## src/common/csc_pkg.sv

```systemverilog
// Constants and helpers shared by the clock synthesizer control block.
// Assumes a 100 MHz system clock; the internal CPU clock runs at half of it.
package csc_pkg;

  // Serial interface framing
  localparam int         BYTE_W    = 8;
  localparam logic [7:0] WR_ADDR   = 8'hD2;
  localparam logic [7:0] RD_ADDR   = 8'hD3;
  localparam int         CFG_BYTES = 6;
  localparam logic [7:0] RD_COUNT  = 8'h06;
  // Answer for reads past the last configuration byte
  localparam logic [7:0] RD_FILL   = 8'hFF;

  // Configuration reset image, byte i at bits [8*i +: 8]
  localparam logic [CFG_BYTES*8-1:0] CFG_RESET = 48'h0000_0000_0000;

  // Dual-function pins
  localparam int STRAP_W = 5;
  localparam int PIN_REF = 0;
  localparam int PIN_USB = 1;

  // Clock and timing
  localparam int CLK_NS          = 10;
  localparam int PWRUP_MAX_MS    = 3;
  localparam int PWRUP_MAX_CYC   = PWRUP_MAX_MS * 1_000_000 / CLK_NS;
  localparam int POR_NS          = 2000;
  localparam int POR_CYC         = (POR_NS + CLK_NS - 1) / CLK_NS;
  localparam int OSC_SETTLE_NS   = 5000;
  localparam int OSC_SETTLE_CYC  = (OSC_SETTLE_NS + CLK_NS - 1) / CLK_NS;
  localparam int CPU_LAT_MAX_CLK = 4;
  localparam int CPU_MIN_ON_CLK  = 100;

  // Peripheral clock model: taps of a free divider
  localparam int DIV_W   = 4;
  localparam int REF_BIT = 3;
  localparam int USB_BIT = 1;
  localparam int PCI_BIT = 2;

  // Gate enable that only changes while the gated clock is low
  function automatic logic gate_en(input logic en,
                                   input logic nxt,
                                   input logic want);
    return want ? (en | ~nxt) : (en & nxt);
  endfunction

endpackage

```

## src/verilog/csc_cpu_gate.sv

```systemverilog
// Internal CPU clock phase and glitch-free gating of the CPU outputs.
// Assumes run requests come from synchronised, same-clock logic.
`timescale 1ns/1ns
module csc_cpu_gate
  import csc_pkg::*;
(
  input  wire logic clock,
  input  wire logic arst_n,
  input  wire logic run_single,
  input  wire logic run_diff,
  output      logic ph_fall,
  output      logic single_on,
  output      logic cpu_clk_out,
  output      logic cpu_diff_true_out,
  output      logic cpu_diff_comp_out
);

  logic ph_q, ph_d;
  logic en_s_q, en_s_d;
  logic en_t_q, en_t_d;
  logic fall_d, out_s_d, true_d;

  always_comb
  begin
    ph_d    = ~ph_q;
    fall_d  = ph_q;
    // Enables move only when the next phase is low: no runt highs
    en_s_d  = gate_en(en_s_q, ph_d, run_single);
    en_t_d  = gate_en(en_t_q, ph_d, run_diff);
    out_s_d = en_s_d & ph_d;
    true_d  = en_t_d & ph_d;
  end

  always_ff @(posedge clock or negedge arst_n)
  begin
    if (!arst_n)
    begin
      ph_q              <= 1'b0;
      en_s_q            <= 1'b0;
      en_t_q            <= 1'b0;
      ph_fall           <= 1'b0;
      cpu_clk_out       <= 1'b0;
      cpu_diff_true_out <= 1'b0;
      cpu_diff_comp_out <= 1'b1;
    end
    else
    begin
      ph_q              <= ph_d;
      en_s_q            <= en_s_d;
      en_t_q            <= en_t_d;
      ph_fall           <= fall_d;
      cpu_clk_out       <= out_s_d;
      cpu_diff_true_out <= true_d;
      cpu_diff_comp_out <= ~true_d;
    end
  end

  assign single_on = en_s_q;

endmodule // csc_cpu_gate

```

## src/verilog/csc_sync.sv

```systemverilog
// Two flip-flop synchroniser for asynchronous pin levels.
// Assumes inputs hold each level for several clock periods.
`timescale 1ns/1ns
module csc_sync
#(
  parameter int             W   = 1,
  parameter logic [W-1:0]   RST = '0
)
(
  input  wire logic         clock,
  input  wire logic         arst_n,
  input  wire logic [W-1:0] d,
  output      logic [W-1:0] q
);

  logic [W-1:0] meta_q;

  // First stage feeds the second stage only
  always_ff @(posedge clock or negedge arst_n)
  begin
    if (!arst_n)
    begin
      meta_q <= RST;
      q      <= RST;
    end
    else
    begin
      meta_q <= d;
      q      <= meta_q;
    end
  end

endmodule // csc_sync

```

## src/verilog/csc_top.sv

```systemverilog
// Control logic of the clock synthesizer: serial slave, strap pins,
// all-clock stop sequence and CPU clock stop.
// Assumes pin inputs are asynchronous and that the serial pins are
// open-drain with external pull-ups.
`timescale 1ns/1ns

// Operation
// - Slave only; host reads configuration back
// - Every serial data unit is eight bits
// - Bytes ascend from zero; stop after any byte
// - Command and count acknowledged, then discarded
// - Data bytes fill successive registers until stop
// - Reset loads every configuration default
// - Power-up latches five strap pin levels
// - After power-on, strap pins drive clocks
// - Synchronise all-clock-stop before powering down
// - Park outputs low before oscillators stop
// - Restart clocks within three milliseconds
// - CPU stop ignored during power-down
// - Reference and 48 MHz stop low early
// - Park starts at first internal CPU fall
// - Stop all but crystal and CPU pair
// - Synchronise CPU stop to internal CPU clock
// - Other clocks run while CPU clocks stopped
// - CPU clocks stop low, restart full high
// - CPU on/off latency below four clocks
// - Writes answer to address byte D2
// - Reads answer to address byte D3
// - Read returns count then bytes zero to five
module csc_top
#(
  parameter int PWRUP_MAX  = csc_pkg::PWRUP_MAX_CYC,
  parameter int OSC_SETTLE = csc_pkg::OSC_SETTLE_CYC,
  parameter int POR_LEN    = csc_pkg::POR_CYC
)
(
  input  wire logic                              clock,
  input  wire logic                              arst_n,
  input  wire logic                              scl_i,
  input  wire logic                              sda_i,
  output      logic                              sda_o,
  output      logic                              sda_oe,
  input  wire logic                              power_down_n,
  input  wire logic                              cpu_stop_n,
  input  wire logic [csc_pkg::STRAP_W-1:0]       strap_pin_i,
  output      logic [csc_pkg::STRAP_W-1:0]       strap_pin_o,
  output      logic [csc_pkg::STRAP_W-1:0]       strap_pin_oe,
  output      logic [csc_pkg::STRAP_W-1:0]       strap_q,
  output      logic [csc_pkg::CFG_BYTES*8-1:0]   cfg_out,
  output      logic                              osc_en,
  output      logic                              cpu_clk_out,
  output      logic                              cpu_diff_true_out,
  output      logic                              cpu_diff_comp_out
);
  import csc_pkg::*;

  localparam int SETTLE = (OSC_SETTLE < PWRUP_MAX) ? OSC_SETTLE
                                                   : PWRUP_MAX - 1;
  localparam int WK_W   = $clog2(SETTLE + 1);
  localparam int POR_W  = $clog2(POR_LEN + 1);
  localparam logic [3:0] BITS   = 4'(BYTE_W);
  localparam logic [3:0] NCFG   = 4'(CFG_BYTES);

  typedef enum logic [2:0] {
    I_IDLE, I_ADDR, I_ACK, I_RX, I_TX, I_TXACK
  } csc_i2c_e;

  typedef enum logic [1:0] {
    P_RUN, P_PARK, P_OFF, P_WAKE
  } csc_pd_e;

  // Synchronised pins
  logic [3:0]         pin_s;
  logic               scl_s, sda_s, pd_s, cstop_s;
  logic [STRAP_W-1:0] strap_s;

  csc_sync #(.W(4), .RST(4'hF)) u_sync_ctl
  (
    .clock  (clock),
    .arst_n (arst_n),
    .d      ({scl_i, sda_i, power_down_n, cpu_stop_n}),
    .q      (pin_s)
  );

  csc_sync #(.W(STRAP_W), .RST('0)) u_sync_strap
  (
    .clock  (clock),
    .arst_n (arst_n),
    .d      (strap_pin_i),
    .q      (strap_s)
  );

  assign {scl_s, sda_s, pd_s, cstop_s} = pin_s;

  // ---------------- Serial slave ----------------
  csc_i2c_e   st_q, st_d;
  logic [7:0] sh_q, sh_d;
  logic [3:0] bit_q, bit_d;
  logic [3:0] cnt_q, cnt_d;
  logic       rw_q, rw_d;
  logic       oe_q, oe_d;
  logic [7:0] cfg_q [CFG_BYTES];
  logic [7:0] cfg_d [CFG_BYTES];
  logic       scl_p_q, sda_p_q;
  logic       scl_rise, scl_fall, start, stop;
  logic [7:0] rd_byte;
  logic [3:0] rd_idx, wr_idx, cnt_inc;

  always_comb
  begin
    scl_rise = scl_s & ~scl_p_q;
    scl_fall = ~scl_s & scl_p_q;
    start    = scl_s & scl_p_q & ~sda_s & sda_p_q;
    stop     = scl_s & scl_p_q & sda_s & ~sda_p_q;
    rd_idx   = cnt_q - 4'd1;
    wr_idx   = cnt_q - 4'd2;
    cnt_inc  = (cnt_q == 4'hF) ? cnt_q : cnt_q + 4'd1;
    // Count byte first, then configuration bytes in order
    if (cnt_q == 4'd0)
      rd_byte = RD_COUNT;
    else if (cnt_q <= NCFG)
      rd_byte = cfg_q[rd_idx[2:0]];
    else
      rd_byte = RD_FILL;
    st_d  = st_q;
    sh_d  = sh_q;
    bit_d = bit_q;
    cnt_d = cnt_q;
    rw_d  = rw_q;
    oe_d  = oe_q;
    cfg_d = cfg_q;
    if (start)
    begin
      st_d  = I_ADDR;
      bit_d = 4'd0;
      cnt_d = 4'd0;
      oe_d  = 1'b0;
    end
    else if (stop)
    begin
      // Bytes commit only when complete, so a cut byte is lost
      st_d = I_IDLE;
      oe_d = 1'b0;
    end
    else
    begin
      unique case (st_q)
        I_IDLE:
          st_d = I_IDLE;
        I_ADDR:
          if (scl_rise)
          begin
            sh_d  = {sh_q[6:0], sda_s};
            bit_d = bit_q + 4'd1;
          end
          else if (scl_fall && bit_q == BITS)
          begin
            bit_d = 4'd0;
            if (sh_q == WR_ADDR || sh_q == RD_ADDR)
            begin
              oe_d = 1'b1;
              rw_d = sh_q[0];
              st_d = I_ACK;
            end
            else
              st_d = I_IDLE;
          end
        I_ACK:
          if (scl_fall)
          begin
            if (rw_q)
            begin
              sh_d  = rd_byte;
              oe_d  = ~rd_byte[7];
              bit_d = 4'd1;
              cnt_d = cnt_inc;
              st_d  = I_TX;
            end
            else
            begin
              oe_d  = 1'b0;
              bit_d = 4'd0;
              st_d  = I_RX;
            end
          end
        I_RX:
          if (scl_rise)
          begin
            sh_d  = {sh_q[6:0], sda_s};
            bit_d = bit_q + 4'd1;
          end
          else if (scl_fall && bit_q == BITS)
          begin
            // Command and count bytes are acknowledged but dropped
            if (cnt_q >= 4'd2 && wr_idx < NCFG)
              cfg_d[wr_idx[2:0]] = sh_q;
            cnt_d = cnt_inc;
            oe_d  = 1'b1;
            bit_d = 4'd0;
            st_d  = I_ACK;
          end
        I_TX:
          if (scl_fall)
          begin
            if (bit_q == BITS)
            begin
              oe_d = 1'b0;
              st_d = I_TXACK;
            end
            else
            begin
              oe_d  = ~sh_q[6];
              sh_d  = {sh_q[6:0], 1'b0};
              bit_d = bit_q + 4'd1;
            end
          end
        I_TXACK:
          if (scl_rise)
            st_d = sda_s ? I_IDLE : I_ACK;
      endcase
    end
  end

  always_ff @(posedge clock or negedge arst_n)
  begin
    if (!arst_n)
    begin
      st_q    <= I_IDLE;
      sh_q    <= 8'h00;
      bit_q   <= 4'h0;
      cnt_q   <= 4'h0;
      rw_q    <= 1'b0;
      oe_q    <= 1'b0;
      scl_p_q <= 1'b1;
      sda_p_q <= 1'b1;
      sda_o   <= 1'b0;
      for (int i = 0; i < CFG_BYTES; i++)
        cfg_q[i] <= CFG_RESET[8*i +: 8];
    end
    else
    begin
      st_q    <= st_d;
      sh_q    <= sh_d;
      bit_q   <= bit_d;
      cnt_q   <= cnt_d;
      rw_q    <= rw_d;
      oe_q    <= oe_d;
      scl_p_q <= scl_s;
      sda_p_q <= sda_s;
      sda_o   <= 1'b0;
      cfg_q   <= cfg_d;
    end
  end

  assign sda_oe = oe_q;

  always_comb
  begin
    for (int i = 0; i < CFG_BYTES; i++)
      cfg_out[8*i +: 8] = cfg_q[i];
  end

  // ---------------- Power-on and strap pins ----------------
  logic [POR_W-1:0]   por_q, por_d;
  logic               por_done_q, por_done_d;
  logic [STRAP_W-1:0] strap_d;

  always_comb
  begin
    por_d      = por_q;
    por_done_d = por_done_q;
    strap_d    = strap_q;
    if (!por_done_q)
    begin
      if (por_q == POR_W'(POR_LEN - 1))
      begin
        strap_d    = strap_s;
        por_done_d = 1'b1;
      end
      else
        por_d = por_q + POR_W'(1);
    end
  end

  always_ff @(posedge clock or negedge arst_n)
  begin
    if (!arst_n)
    begin
      por_q        <= '0;
      por_done_q   <= 1'b0;
      strap_q      <= '0;
      strap_pin_oe <= '0;
    end
    else
    begin
      por_q        <= por_d;
      por_done_q   <= por_done_d;
      strap_q      <= strap_d;
      // Pins turn to outputs one edge after the latch closes
      strap_pin_oe <= {STRAP_W{por_done_q}};
    end
  end

  // ---------------- Clock stop sequencing ----------------
  csc_pd_e            ps_q, ps_d;
  logic [DIV_W-1:0]   div_q, div_d;
  logic [STRAP_W-1:0] en_q, en_d, nxt, out_d;
  logic [WK_W-1:0]    wk_q, wk_d;
  logic               osc_d, cpu_ok_q, cpu_ok_d, want;
  logic               cpu_fall, cpu_single_on;

  always_comb
  begin
    ps_d  = ps_q;
    wk_d  = wk_q;
    osc_d = osc_en;
    // Dividers halt with the oscillator
    div_d = osc_en ? div_q + DIV_W'(1) : div_q;
    nxt   = {STRAP_W{div_d[PCI_BIT]}};
    nxt[PIN_REF] = div_d[REF_BIT];
    nxt[PIN_USB] = div_d[USB_BIT];
    // CPU stop is frozen outside normal running
    cpu_ok_d = (ps_q == P_RUN) ? cstop_s : cpu_ok_q;
    want = (ps_q == P_RUN) && por_done_q;
    for (int i = 0; i < STRAP_W; i++)
      en_d[i] = gate_en(en_q[i], nxt[i], want);
    out_d = en_d & nxt;
    unique case (ps_q)
      P_RUN:
        if (!pd_s && cpu_fall)
          ps_d = P_PARK;
      P_PARK:
        // Oscillator stays on until every strap output and the single-ended CPU clock sit low
        if (en_q == '0 && !cpu_single_on)
        begin
          ps_d  = P_OFF;
          osc_d = 1'b0;
        end
      P_OFF:
        if (pd_s)
        begin
          ps_d  = P_WAKE;
          osc_d = 1'b1;
          wk_d  = '0;
        end
      P_WAKE:
        if (wk_q == WK_W'(SETTLE))
          ps_d = P_RUN;
        else
          wk_d = wk_q + WK_W'(1);
    endcase
  end

  always_ff @(posedge clock or negedge arst_n)
  begin
    if (!arst_n)
    begin
      ps_q        <= P_RUN;
      div_q       <= '0;
      en_q        <= '0;
      wk_q        <= '0;
      osc_en      <= 1'b1;
      cpu_ok_q    <= 1'b1;
      strap_pin_o <= '0;
    end
    else
    begin
      ps_q        <= ps_d;
      div_q       <= div_d;
      en_q        <= en_d;
      wk_q        <= wk_d;
      osc_en      <= osc_d;
      cpu_ok_q    <= cpu_ok_d;
      strap_pin_o <= out_d;
    end
  end

  // Single-ended CPU clock parks with the rest; the pair keeps running
  csc_cpu_gate u_cpu_gate
  (
    .clock             (clock),
    .arst_n            (arst_n),
    .run_single        (cpu_ok_q && ps_q == P_RUN),
    .run_diff          (cpu_ok_q),
    .ph_fall           (cpu_fall),
    .single_on         (cpu_single_on),
    .cpu_clk_out       (cpu_clk_out),
    .cpu_diff_true_out (cpu_diff_true_out),
    .cpu_diff_comp_out (cpu_diff_comp_out)
  );

endmodule // csc_top
```

## config.mk

```make
export PLATFORM = sky130hd
export DESIGN_NAME = csc_top
export DESIGN_NICKNAME = d
export VERILOG_FILES = /design/src/common/csc_pkg.sv /design/src/verilog/csc_cpu_gate.sv /design/src/verilog/csc_sync.sv /design/src/verilog/csc_top.sv
export SDC_FILE = /design/constraint.sdc
export NUM_CORES = 1
export LEC_CHECK = 0
export ABC_AREA = 1
export BUFFER_PORTS_ARGS = -buffer_cell sky130_fd_sc_hd__clkbuf_2
export CORE_UTILIZATION = 45
export CTS_CLUSTER_DIAMETER = 200
export DETAILED_ROUTE_END_ITERATION = 7
export PLACE_DENSITY = 0.64
export SYNTH_ARGS = -nofsm -noshare
export SYNTH_HDL_FRONTEND = slang
export SYNTH_SLANG_ARGS = --single-unit
```

## constraint.sdc

```tcl
create_clock -name clock -period 2.8 [get_ports clock]
set_input_delay 0.28 -clock clock [delete_from_list [all_inputs] [get_ports clock]]
set_output_delay 0.28 -clock clock [all_outputs]
set_load 0.01 [all_outputs]
```

==> metrics.log, run 1 <==
INFO  metric outcome = finished clean
INFO  metric max_freq = 478 MHz
INFO  metric mostFrequentLayoutCells = sky130_fd_sc_hd__nand2_1, sky130_fd_sc_hd__dfrtp_1, sky130_fd_sc_hd__nor2_1, sky130_fd_sc_hd__clkbuf_2, sky130_fd_sc_hd__inv_1
INFO  metric grt_use_total = 0.224
INFO  metric synth_sequential_area_ratio = 0.517
INFO  metric rr_worst_depth = 9
INFO  metric synth_compound_area_frac = 0.0942
INFO  metric synth_top_family_by_area = simple AND/OR/NAND/NOR gates
INFO  metric globalRoute.totalOverflow = 0
INFO  metric critical_path.startpoint_type = flip-flop
INFO  metric grtUsageMet3 = 0.0455
INFO  metric cells_after_synthesis = 757
INFO  metric synthXorXnorAreaFrac = 0.0282
INFO  metric place.gp.congestion = between 0.9 and 1
INFO  metric ctsLongestPathBuffers = 2
INFO  metric placed_cell_area = 7030 sq um
INFO  metric ff_latch_area = 3370 sq um
INFO  metric cts-buffers-inserted = 17
INFO  metric post-route-drc-count = 0
INFO  metric ios = 80
INFO  metric netlist_area = 6510 sq um
INFO  metric finalSetupViolations = 0
INFO  metric io_buffer_count = 78
INFO  metric maxCapViolCount = 0
INFO  metric cp_max_fo = 16
INFO  metric synth_cell_types = 36
INFO  metric grt_first_pass_wirelength = 25400 microns
INFO  metric max_slew_margin = 0.540
INFO  metric crit_type = flip-flop to flip-flop
INFO  metric die_area = between 10000 and 15000 sq um
INFO  metric fraction_of_power_consumed_by_sequential_logic = 0.387
INFO  metric hold_viol_final = 0
INFO  metric die_x = ~120 microns
INFO  metric post-route-cell-area = 7730 sq um
INFO  metric first_global_vias = 5096
INFO  metric busiest_layer = met2
INFO  metric final_core_utilization = 0.553
INFO  metric timing_max_transition_violations_final = 0
INFO  metric tritoncts = built
INFO  metric worst_path_clk_slew = around 0.06 ns
INFO  metric grt_setup_unrepaired = false
INFO  metric route.detailed.wl_per_inst = roughly 15 microns
INFO  metric fp.coreArea = 14000 sq um
INFO  metric post_route_cells_drive_above_1_share = 0.189
INFO  metric power.density = 769 nW/um^2
INFO  metric hp-class = flip-flop to flip-flop
INFO  metric area.growth.synth_to_final = 18.7%
INFO  metric synthesis.yosys.warnings = 0
INFO  metric timing_worst_slew_pin_value = 0.689 ns
INFO  metric min_period_over_period = 0.747
INFO  metric drt_first_pass_iters = 6
INFO  metric synthesis.nets = 787
INFO  metric grt_use_met1 = 0.303
INFO  metric htreeDepth = 4
INFO  metric clock_latency = 0.42 ns
INFO  metric synthesis.area_per_instance = ~8.6 sq um
INFO  metric number_of_antenna_violations_at_the_first_check_in_global_routing = 0
INFO  metric finalClockSkew = ~0.0056 ns
INFO  metric drt-initial-drc-count = roughly 300
INFO  metric holdPathStages = 0
INFO  metric postSynthRegisterBits = 134
INFO  metric final_net_count = 878
INFO  metric postRouteWirelength = between 15000 and 20000 microns
INFO  metric internal_power = 3.98 mW
INFO  metric multiInputGateArea = around 2700 sq um
INFO  metric route.antenna.remaining_nets = 0
INFO  metric synthAdderAreaFrac = 0.0365
INFO  metric power_frac_clock = 0.378
INFO  metric met2_usage = 0.349
INFO  metric maximum_number_of_pins_on_one_net_before_global_route_repair = 75
INFO  metric antenna_diodes = 0
INFO  metric std_cell_rows = 43
INFO  metric layout_commonest_cell = sky130_fd_sc_hd__nand2_1
INFO  metric comb_power_share = 0.234
INFO  metric hpwlAfterDp = between 10000 and 15000 microns
INFO  metric power_switching_share = 0.332
INFO  metric cts_sinks = approximately 130
INFO  metric route.vias.total = 5316
INFO  metric worstPathRequired = 3.09 ns
INFO  metric fillers = 1312
INFO  metric timing.final.crit_period = 2.09 ns
INFO  metric fp.dieH = 122 microns
INFO  metric mux_share_of_post_synthesis_cell_area = 0.0104
INFO  metric power.static_leakage = 3.94 nW
INFO  metric worst_setup_path_end_kind = flip-flop
INFO  metric cts_root_buf = sky130_fd_sc_hd__clkbuf_16
INFO  metric synthSimpleGateAreaFrac = 0.251
INFO  metric peakVddDrop = 0.522 mV
INFO  metric cp_data_arrival_time = 2.38 ns
INFO  metric vias_per_cell = 5.11
INFO  metric start_util = 0.465
INFO  metric netSwitchingPower = 1.97 mW
INFO  metric tns = 0 ns
-- final timing paths --
kind / from / endpoint / slack (ns)
setup / recovery: cnt_q[2] / cfg_out[8] / 0.71
hold / removal: u_sync_strap.meta_q[4] / u_sync_strap.q[4] / 0.35
setup reg to reg: cnt_q[2] / cfg_out[8] / 0.71
hold reg to reg: u_sync_strap.meta_q[4] / u_sync_strap.q[4] / 0.35
max in group asynchronous: arst_n / u_sync_strap.q[4] / 1.61
min in group asynchronous: arst_n / div_q[3] / 0.46
-- power by group through the flow --
stage               logic, mW  clock network, mW  registers (mW)
floorplan               0.992                  0            2.30
global placement         1.35                  0            2.32
detailed placement       1.38                  0            2.33
CTS                      1.40               2.29            2.30
global route             1.59               2.38            2.33
finish                   1.39               2.25            2.30
-- sequential cells by signal, summed over array words and instances, names as in the netlist, 5 cells and up, named ones only --
| name | cells |
|---|---|
| sh_q | 8 |
| cfg_out | 48 |
| por_q | 8 |
| strap_q | 5 |
| u_sync_strap.meta_q | 5 |
| wk_q | 9 |
| u_sync_strap.q | 5 |
-- kinds of logic (layout without fill, tap and decap cells) --
kind of cell | after synthesis | in the layout
flip-flops | 134 | 134
buffers and inverters | 87 | 191
adder cells (fa/ha/maj) | 19 | 19
multiplexers | 6 | 6
XOR/XNOR | 21 | 21
other | 1 | 1
AO/OA/AOI/OAI | 111 | 111
AND/OR/NAND/NOR | 378 | 378
-- worst max-delay path, stage by stage, from the launching register on --
cell                      delay [ns]
sky130_fd_sc_hd__dfrtp_1        0.48
sky130_fd_sc_hd__inv_1          0.16
sky130_fd_sc_hd__ha_1           0.31
sky130_fd_sc_hd__inv_1          0.08
sky130_fd_sc_hd__o21ai_2        0.12
sky130_fd_sc_hd__a21oi_2        0.10
sky130_fd_sc_hd__nor2_8         0.24
sky130_fd_sc_hd__nand3_4        0.24
sky130_fd_sc_hd__nand2_1        0.12
sky130_fd_sc_hd__o21ai_1        0.07
-- cells in the mapped netlist --
| library cell | count | share of area |
|---|---|---|
| sky130_fd_sc_hd__dfstp_2 | 13 | 0.052 |
| sky130_fd_sc_hd__a31o_2 | 1 | 0.0013 |
| sky130_fd_sc_hd__nor2_8 | 1 | 0.0031 |
| sky130_fd_sc_hd__nand4_1 | 4 | 0.0038 |
| sky130_fd_sc_hd__o21ai_1 | 49 | 0.038 |
| sky130_fd_sc_hd__nand3_1 | 30 | 0.023 |
| sky130_fd_sc_hd__o211ai_1 | 1 | 0.0012 |
| sky130_fd_sc_hd__o21a_1 | 1 | 0.0012 |
| sky130_fd_sc_hd__nand3_4 | 7 | 0.019 |
| sky130_fd_sc_hd__o21ai_0 | 32 | 0.025 |
| sky130_fd_sc_hd__nor2_4 | 2 | 0.0035 |
| sky130_fd_sc_hd__o21bai_1 | 3 | 0.0035 |
| sky130_fd_sc_hd__nand2_2 | 2 | 0.0019 |
| sky130_fd_sc_hd__clkbuf_1 | 3 | 0.0017 |
| sky130_fd_sc_hd__conb_1 | 1 | 0.00058 |
| sky130_fd_sc_hd__a22o_1 | 1 | 0.0013 |
| sky130_fd_sc_hd__nand2_1 | 239 | 0.14 |
| sky130_fd_sc_hd__or2_2 | 1 | 0.00096 |
| sky130_fd_sc_hd__ha_1 | 19 | 0.037 |
| sky130_fd_sc_hd__nand3b_4 | 1 | 0.0031 |
| sky130_fd_sc_hd__buf_4 | 7 | 0.0081 |
| sky130_fd_sc_hd__o21ai_2 | 9 | 0.012 |
| sky130_fd_sc_hd__nor2_1 | 83 | 0.048 |
| sky130_fd_sc_hd__nor2_2 | 1 | 0.00096 |
| sky130_fd_sc_hd__mux2_2 | 6 | 0.010 |
| sky130_fd_sc_hd__buf_6 | 6 | 0.010 |
| sky130_fd_sc_hd__a21oi_1 | 13 | 0.010 |
| sky130_fd_sc_hd__xor2_1 | 14 | 0.019 |
| sky130_fd_sc_hd__nor3_1 | 5 | 0.0038 |
| sky130_fd_sc_hd__xnor2_1 | 7 | 0.0094 |
| sky130_fd_sc_hd__a21oi_2 | 1 | 0.0013 |
| sky130_fd_sc_hd__dfrtp_1 | 121 | 0.47 |
| sky130_fd_sc_hd__inv_2 | 4 | 0.0023 |
| sky130_fd_sc_hd__and2_1 | 2 | 0.0019 |
| sky130_fd_sc_hd__buf_2 | 5 | 0.0038 |
| sky130_fd_sc_hd__inv_1 | 62 | 0.036 |
-- repair_timing --
item / 4_1_cts / 5_1_grt
hold buffers: 10 / 0
setup buffers: 0 / 0
endpoints found under the hold margin: 68 / 0
resized for setup: 0 / 0
-- per-layer routing --
layer | vias up | part of all wire
met3 | 24 | 0.049
li1 | 2588 | -
met5 | - | 0
met4 | 0 | 0.022
met2 | 144 | 0.47
met1 | 2560 | 0.46
-- per-stage QoR --
stage	cells	hold slack [ns]	setup slack, ns	power, mW
after floorplan	757	-0.0156	0.893	3.29
after global placement	999	0.335	0.751	3.67
after detailed placement	999	0.339	0.718	3.71
after CTS	1041	0.353	0.709	5.99
after global routing	1041	0.362	0.511	6.30
final	1041	0.351	0.709	5.95
-- final cells by class --
class	count	share of cell area
Multi-Input combinational cell	536	0.354
Inverter	66	0.0320
Tap cell	180	0.0291
Sequential cell	134	0.436
Clock inverter	10	0.0155
Timing Repair Buffer	93	0.0707
Clock buffer	22	0.0626
(Power assumes the default switching activity.)
==> run 2: changes to the inputs <==
clock period = 2.2 ns   (was 2.8 ns; I/O delays follow)
==> run 2 against run 1 <==
Flip-flop and latch count unchanged. Combinational power is 37% higher. Highest routed layer unchanged. Via count is 2.2% lower. Critical path type unchanged. Global-route usage is 0.87 points lower. Clock power grew 13%. Largest cell class unchanged. Critical endpoint is now cfg_out[13]. Total power increased by 24%. First-iteration DRC count up 18%. Non-clock buffer count increased by 6.
==> metrics.log, run 2 (synthesized netlist as in run 1, its figures left out) <==
INFO  metric hold_viol_final = 0
INFO  metric place.gp.congestion = 0.878
INFO  metric cts_root_buf = sky130_fd_sc_hd__clkbuf_16
INFO  metric htreeDepth = 4
INFO  metric placed_cells_incl_taps = 1005
INFO  metric route.detailed.wl_per_inst = between 10 and 15 microns
INFO  metric worstPathRequired = 2.49 ns
INFO  metric cp_max_fo = 16
INFO  metric tritoncts = built
INFO  metric layout_commonest_cell = sky130_fd_sc_hd__nand2_1
INFO  metric min_period_over_period = 0.918
INFO  metric timing_worst_slew_pin_value = approximately 0.52 ns
INFO  metric mostFrequentLayoutCells = sky130_fd_sc_hd__nand2_1, sky130_fd_sc_hd__dfrtp_1, sky130_fd_sc_hd__nor2_1, sky130_fd_sc_hd__clkbuf_2, sky130_fd_sc_hd__inv_1
INFO  metric critical_path.reg2reg.startpoint = cnt_q[1]
INFO  metric worst_setup_path_end_kind = flip-flop
INFO  metric drt-initial-drc-count = between 300 and 400
INFO  metric postRouteWirelength = 15000 microns
INFO  metric globalRoute.totalOverflow = 0
INFO  metric power.density = 955 nW/um^2
INFO  metric worst_path_clk_slew = 0.06 ns
INFO  metric route.antenna.remaining_nets = 0
INFO  metric grt_first_pass_wirelength = between 20000 and 25000 microns
INFO  metric post-place-ws = roughly 0.19 ns
INFO  metric grt_use_total = 0.216
INFO  metric maxCapViolCount = 0
INFO  metric ctsLongestPathBuffers = 2
INFO  metric vias_per_cell = 4.98
INFO  metric final_cells = 1045
INFO  metric rr_worst_depth = 8
INFO  metric post-route-drc-count = 0
INFO  metric maximum_number_of_pins_on_one_net_before_global_route_repair = 55
INFO  metric peakVddDrop = 0.594 mV
INFO  metric clock_latency = 0.42 ns
INFO  metric fp.dieH = 122 microns
INFO  metric final_critical_path_setup_slack = 0.181 ns
INFO  metric finalSetupViolations = 0
INFO  metric start_util = 0.465
INFO  metric tns = 0 ns
INFO  metric cp-startpoint = cnt_q[1]
INFO  metric max_slew_margin = 0.649
INFO  metric timing.final.crit_period = 2.02 ns
INFO  metric cp_data_arrival_time = about 2.3 ns
INFO  metric finalClockSkew = a little over 0.01 ns
INFO  metric area.growth.synth_to_final = 18.3%
INFO  metric crit_type = flip-flop to flip-flop
INFO  metric flip_flop_count_of_the_largest_register_after_layout = between 40 and 50
INFO  metric final_core_utilization = 0.551
INFO  metric outcome = finished clean
INFO  metric grt_setup_unrepaired = false
INFO  metric timing_max_transition_violations_final = 0
INFO  metric max_freq = 495 MHz
INFO  metric post_route_cells_drive_above_1_share = 0.193
INFO  metric fp.coreArea = ~14000 sq um
INFO  metric cts-buffers-inserted = 17
INFO  metric critical_path.startpoint_type = flip-flop
INFO  metric number_of_antenna_violations_at_the_first_check_in_global_routing = 0
INFO  metric ios = 80
INFO  metric hp-class = input pin to asynchronous set/reset pin
INFO  metric io_buffer_count = 78
INFO  metric first_global_vias = roughly 5k
INFO  metric route.vias.total = around 5.2k
INFO  metric hpwlAfterDp = between 10000 and 15000 microns
INFO  metric cts_sinks = 134
INFO  metric std_cell_rows = 43
INFO  metric drt_first_pass_iters = 5
INFO  metric antenna_diodes = 0
INFO  metric final_net_count = between 800 and 900
INFO  metric die_area = between 10000 and 15000 sq um
INFO  metric die_x = 122 microns
INFO  metric power.static_leakage = between 3 and 4 nW
[run 2: cell types whose count changed in the layout (fill, tap and decap cells not counted)]
| cell | previous run | this run |
|---|---|---|
| sky130_fd_sc_hd__inv_6 | 1 | 2 |
| sky130_fd_sc_hd__clkinvlp_4 | 2 | 6 |
| sky130_fd_sc_hd__clkinv_4 | 3 | 1 |
| sky130_fd_sc_hd__bufinv_16 | 2 | 0 |
| sky130_fd_sc_hd__clkinv_2 | 2 | 1 |
| sky130_fd_sc_hd__buf_4 | 4 | 10 |
| sky130_fd_sc_hd__clkbuf_8 | 4 | 2 |
[run 2: critical path, cell delays in order (launching register included)]
cell and delay [ns]:
sky130_fd_sc_hd__dfrtp_1 0.49, sky130_fd_sc_hd__inv_1 0.16, sky130_fd_sc_hd__ha_1 0.24, sky130_fd_sc_hd__xnor2_1 0.23, sky130_fd_sc_hd__nand3_4 0.13, sky130_fd_sc_hd__nor2_8 0.23, sky130_fd_sc_hd__nand3_4 0.22, sky130_fd_sc_hd__nand2_1 0.12
sky130_fd_sc_hd__o21ai_1 0.07
[run 2: report_power, final]
| group | total [mW] | switching [mW] | internal (mW) |
|---|---|---|---|
| combinational | 1.91 | 1.31 | 0.591 |
| sequential | 2.90 | 0.182 | 2.72 |
| clock | 2.55 | 1.06 | 1.49 |
| total | 7.36 | 2.56 | 4.80 |
[run 2: metal layers]
metal | GRT usage | up-vias | part of all wire
met5 | 0 | - | 0
met4 | 0.101 | 0 | 0.024
met3 | 0.0418 | 24 | 0.051
met2 | 0.342 | 159 | 0.47
met1 | 0.285 | 2421 | 0.46
li1 | - | 2596 | -
[run 2: repair_timing]
item / CTS / global route
gates resized for setup: 0 / 0
hold buffers: 10 / 0
buffers inserted: 0 / 0
hold endpoints to repair: 55 / 0
[run 2: per-stage QoR]
step / total power [mW] / cell area, sq um / hold slack [ns]
final: 7.36 / 7700 / 0.319
after global routing: 7.78 / 7700 / 0.355
after CTS: 7.41 / 7700 / 0.329
after detailed placement: 4.83 / 7070 / 0.205
after global placement: 4.75 / 7070 / 0.189
after floorplan: 4.19 / 6510 / -0.0756
[run 2: path summary, 6_finish.rpt]
kind	end	slack, ns
max	cfg_out[13]	0.18
min	div_q[1]	0.32
max reg2reg	cfg_out[13]	0.18
min reg2reg	u_sync_strap.q[4]	0.35
max in group asynchronous	u_sync_ctl.q[1]	1.16
min in group clock	u_sync_strap.q[4]	0.35
[run 2: final cells by class]
class / count / area (sq um)
Clock buffer: 20 / 457
Clock inverter: 10 / 76.3
Fill cell: 1293 / 6280
Inverter: 66 / 248
Multi-Input combinational cell: 536 / 2740
Sequential cell: 134 / 3370
Tap cell: 180 / 225
Timing Repair Buffer: 99 / 592
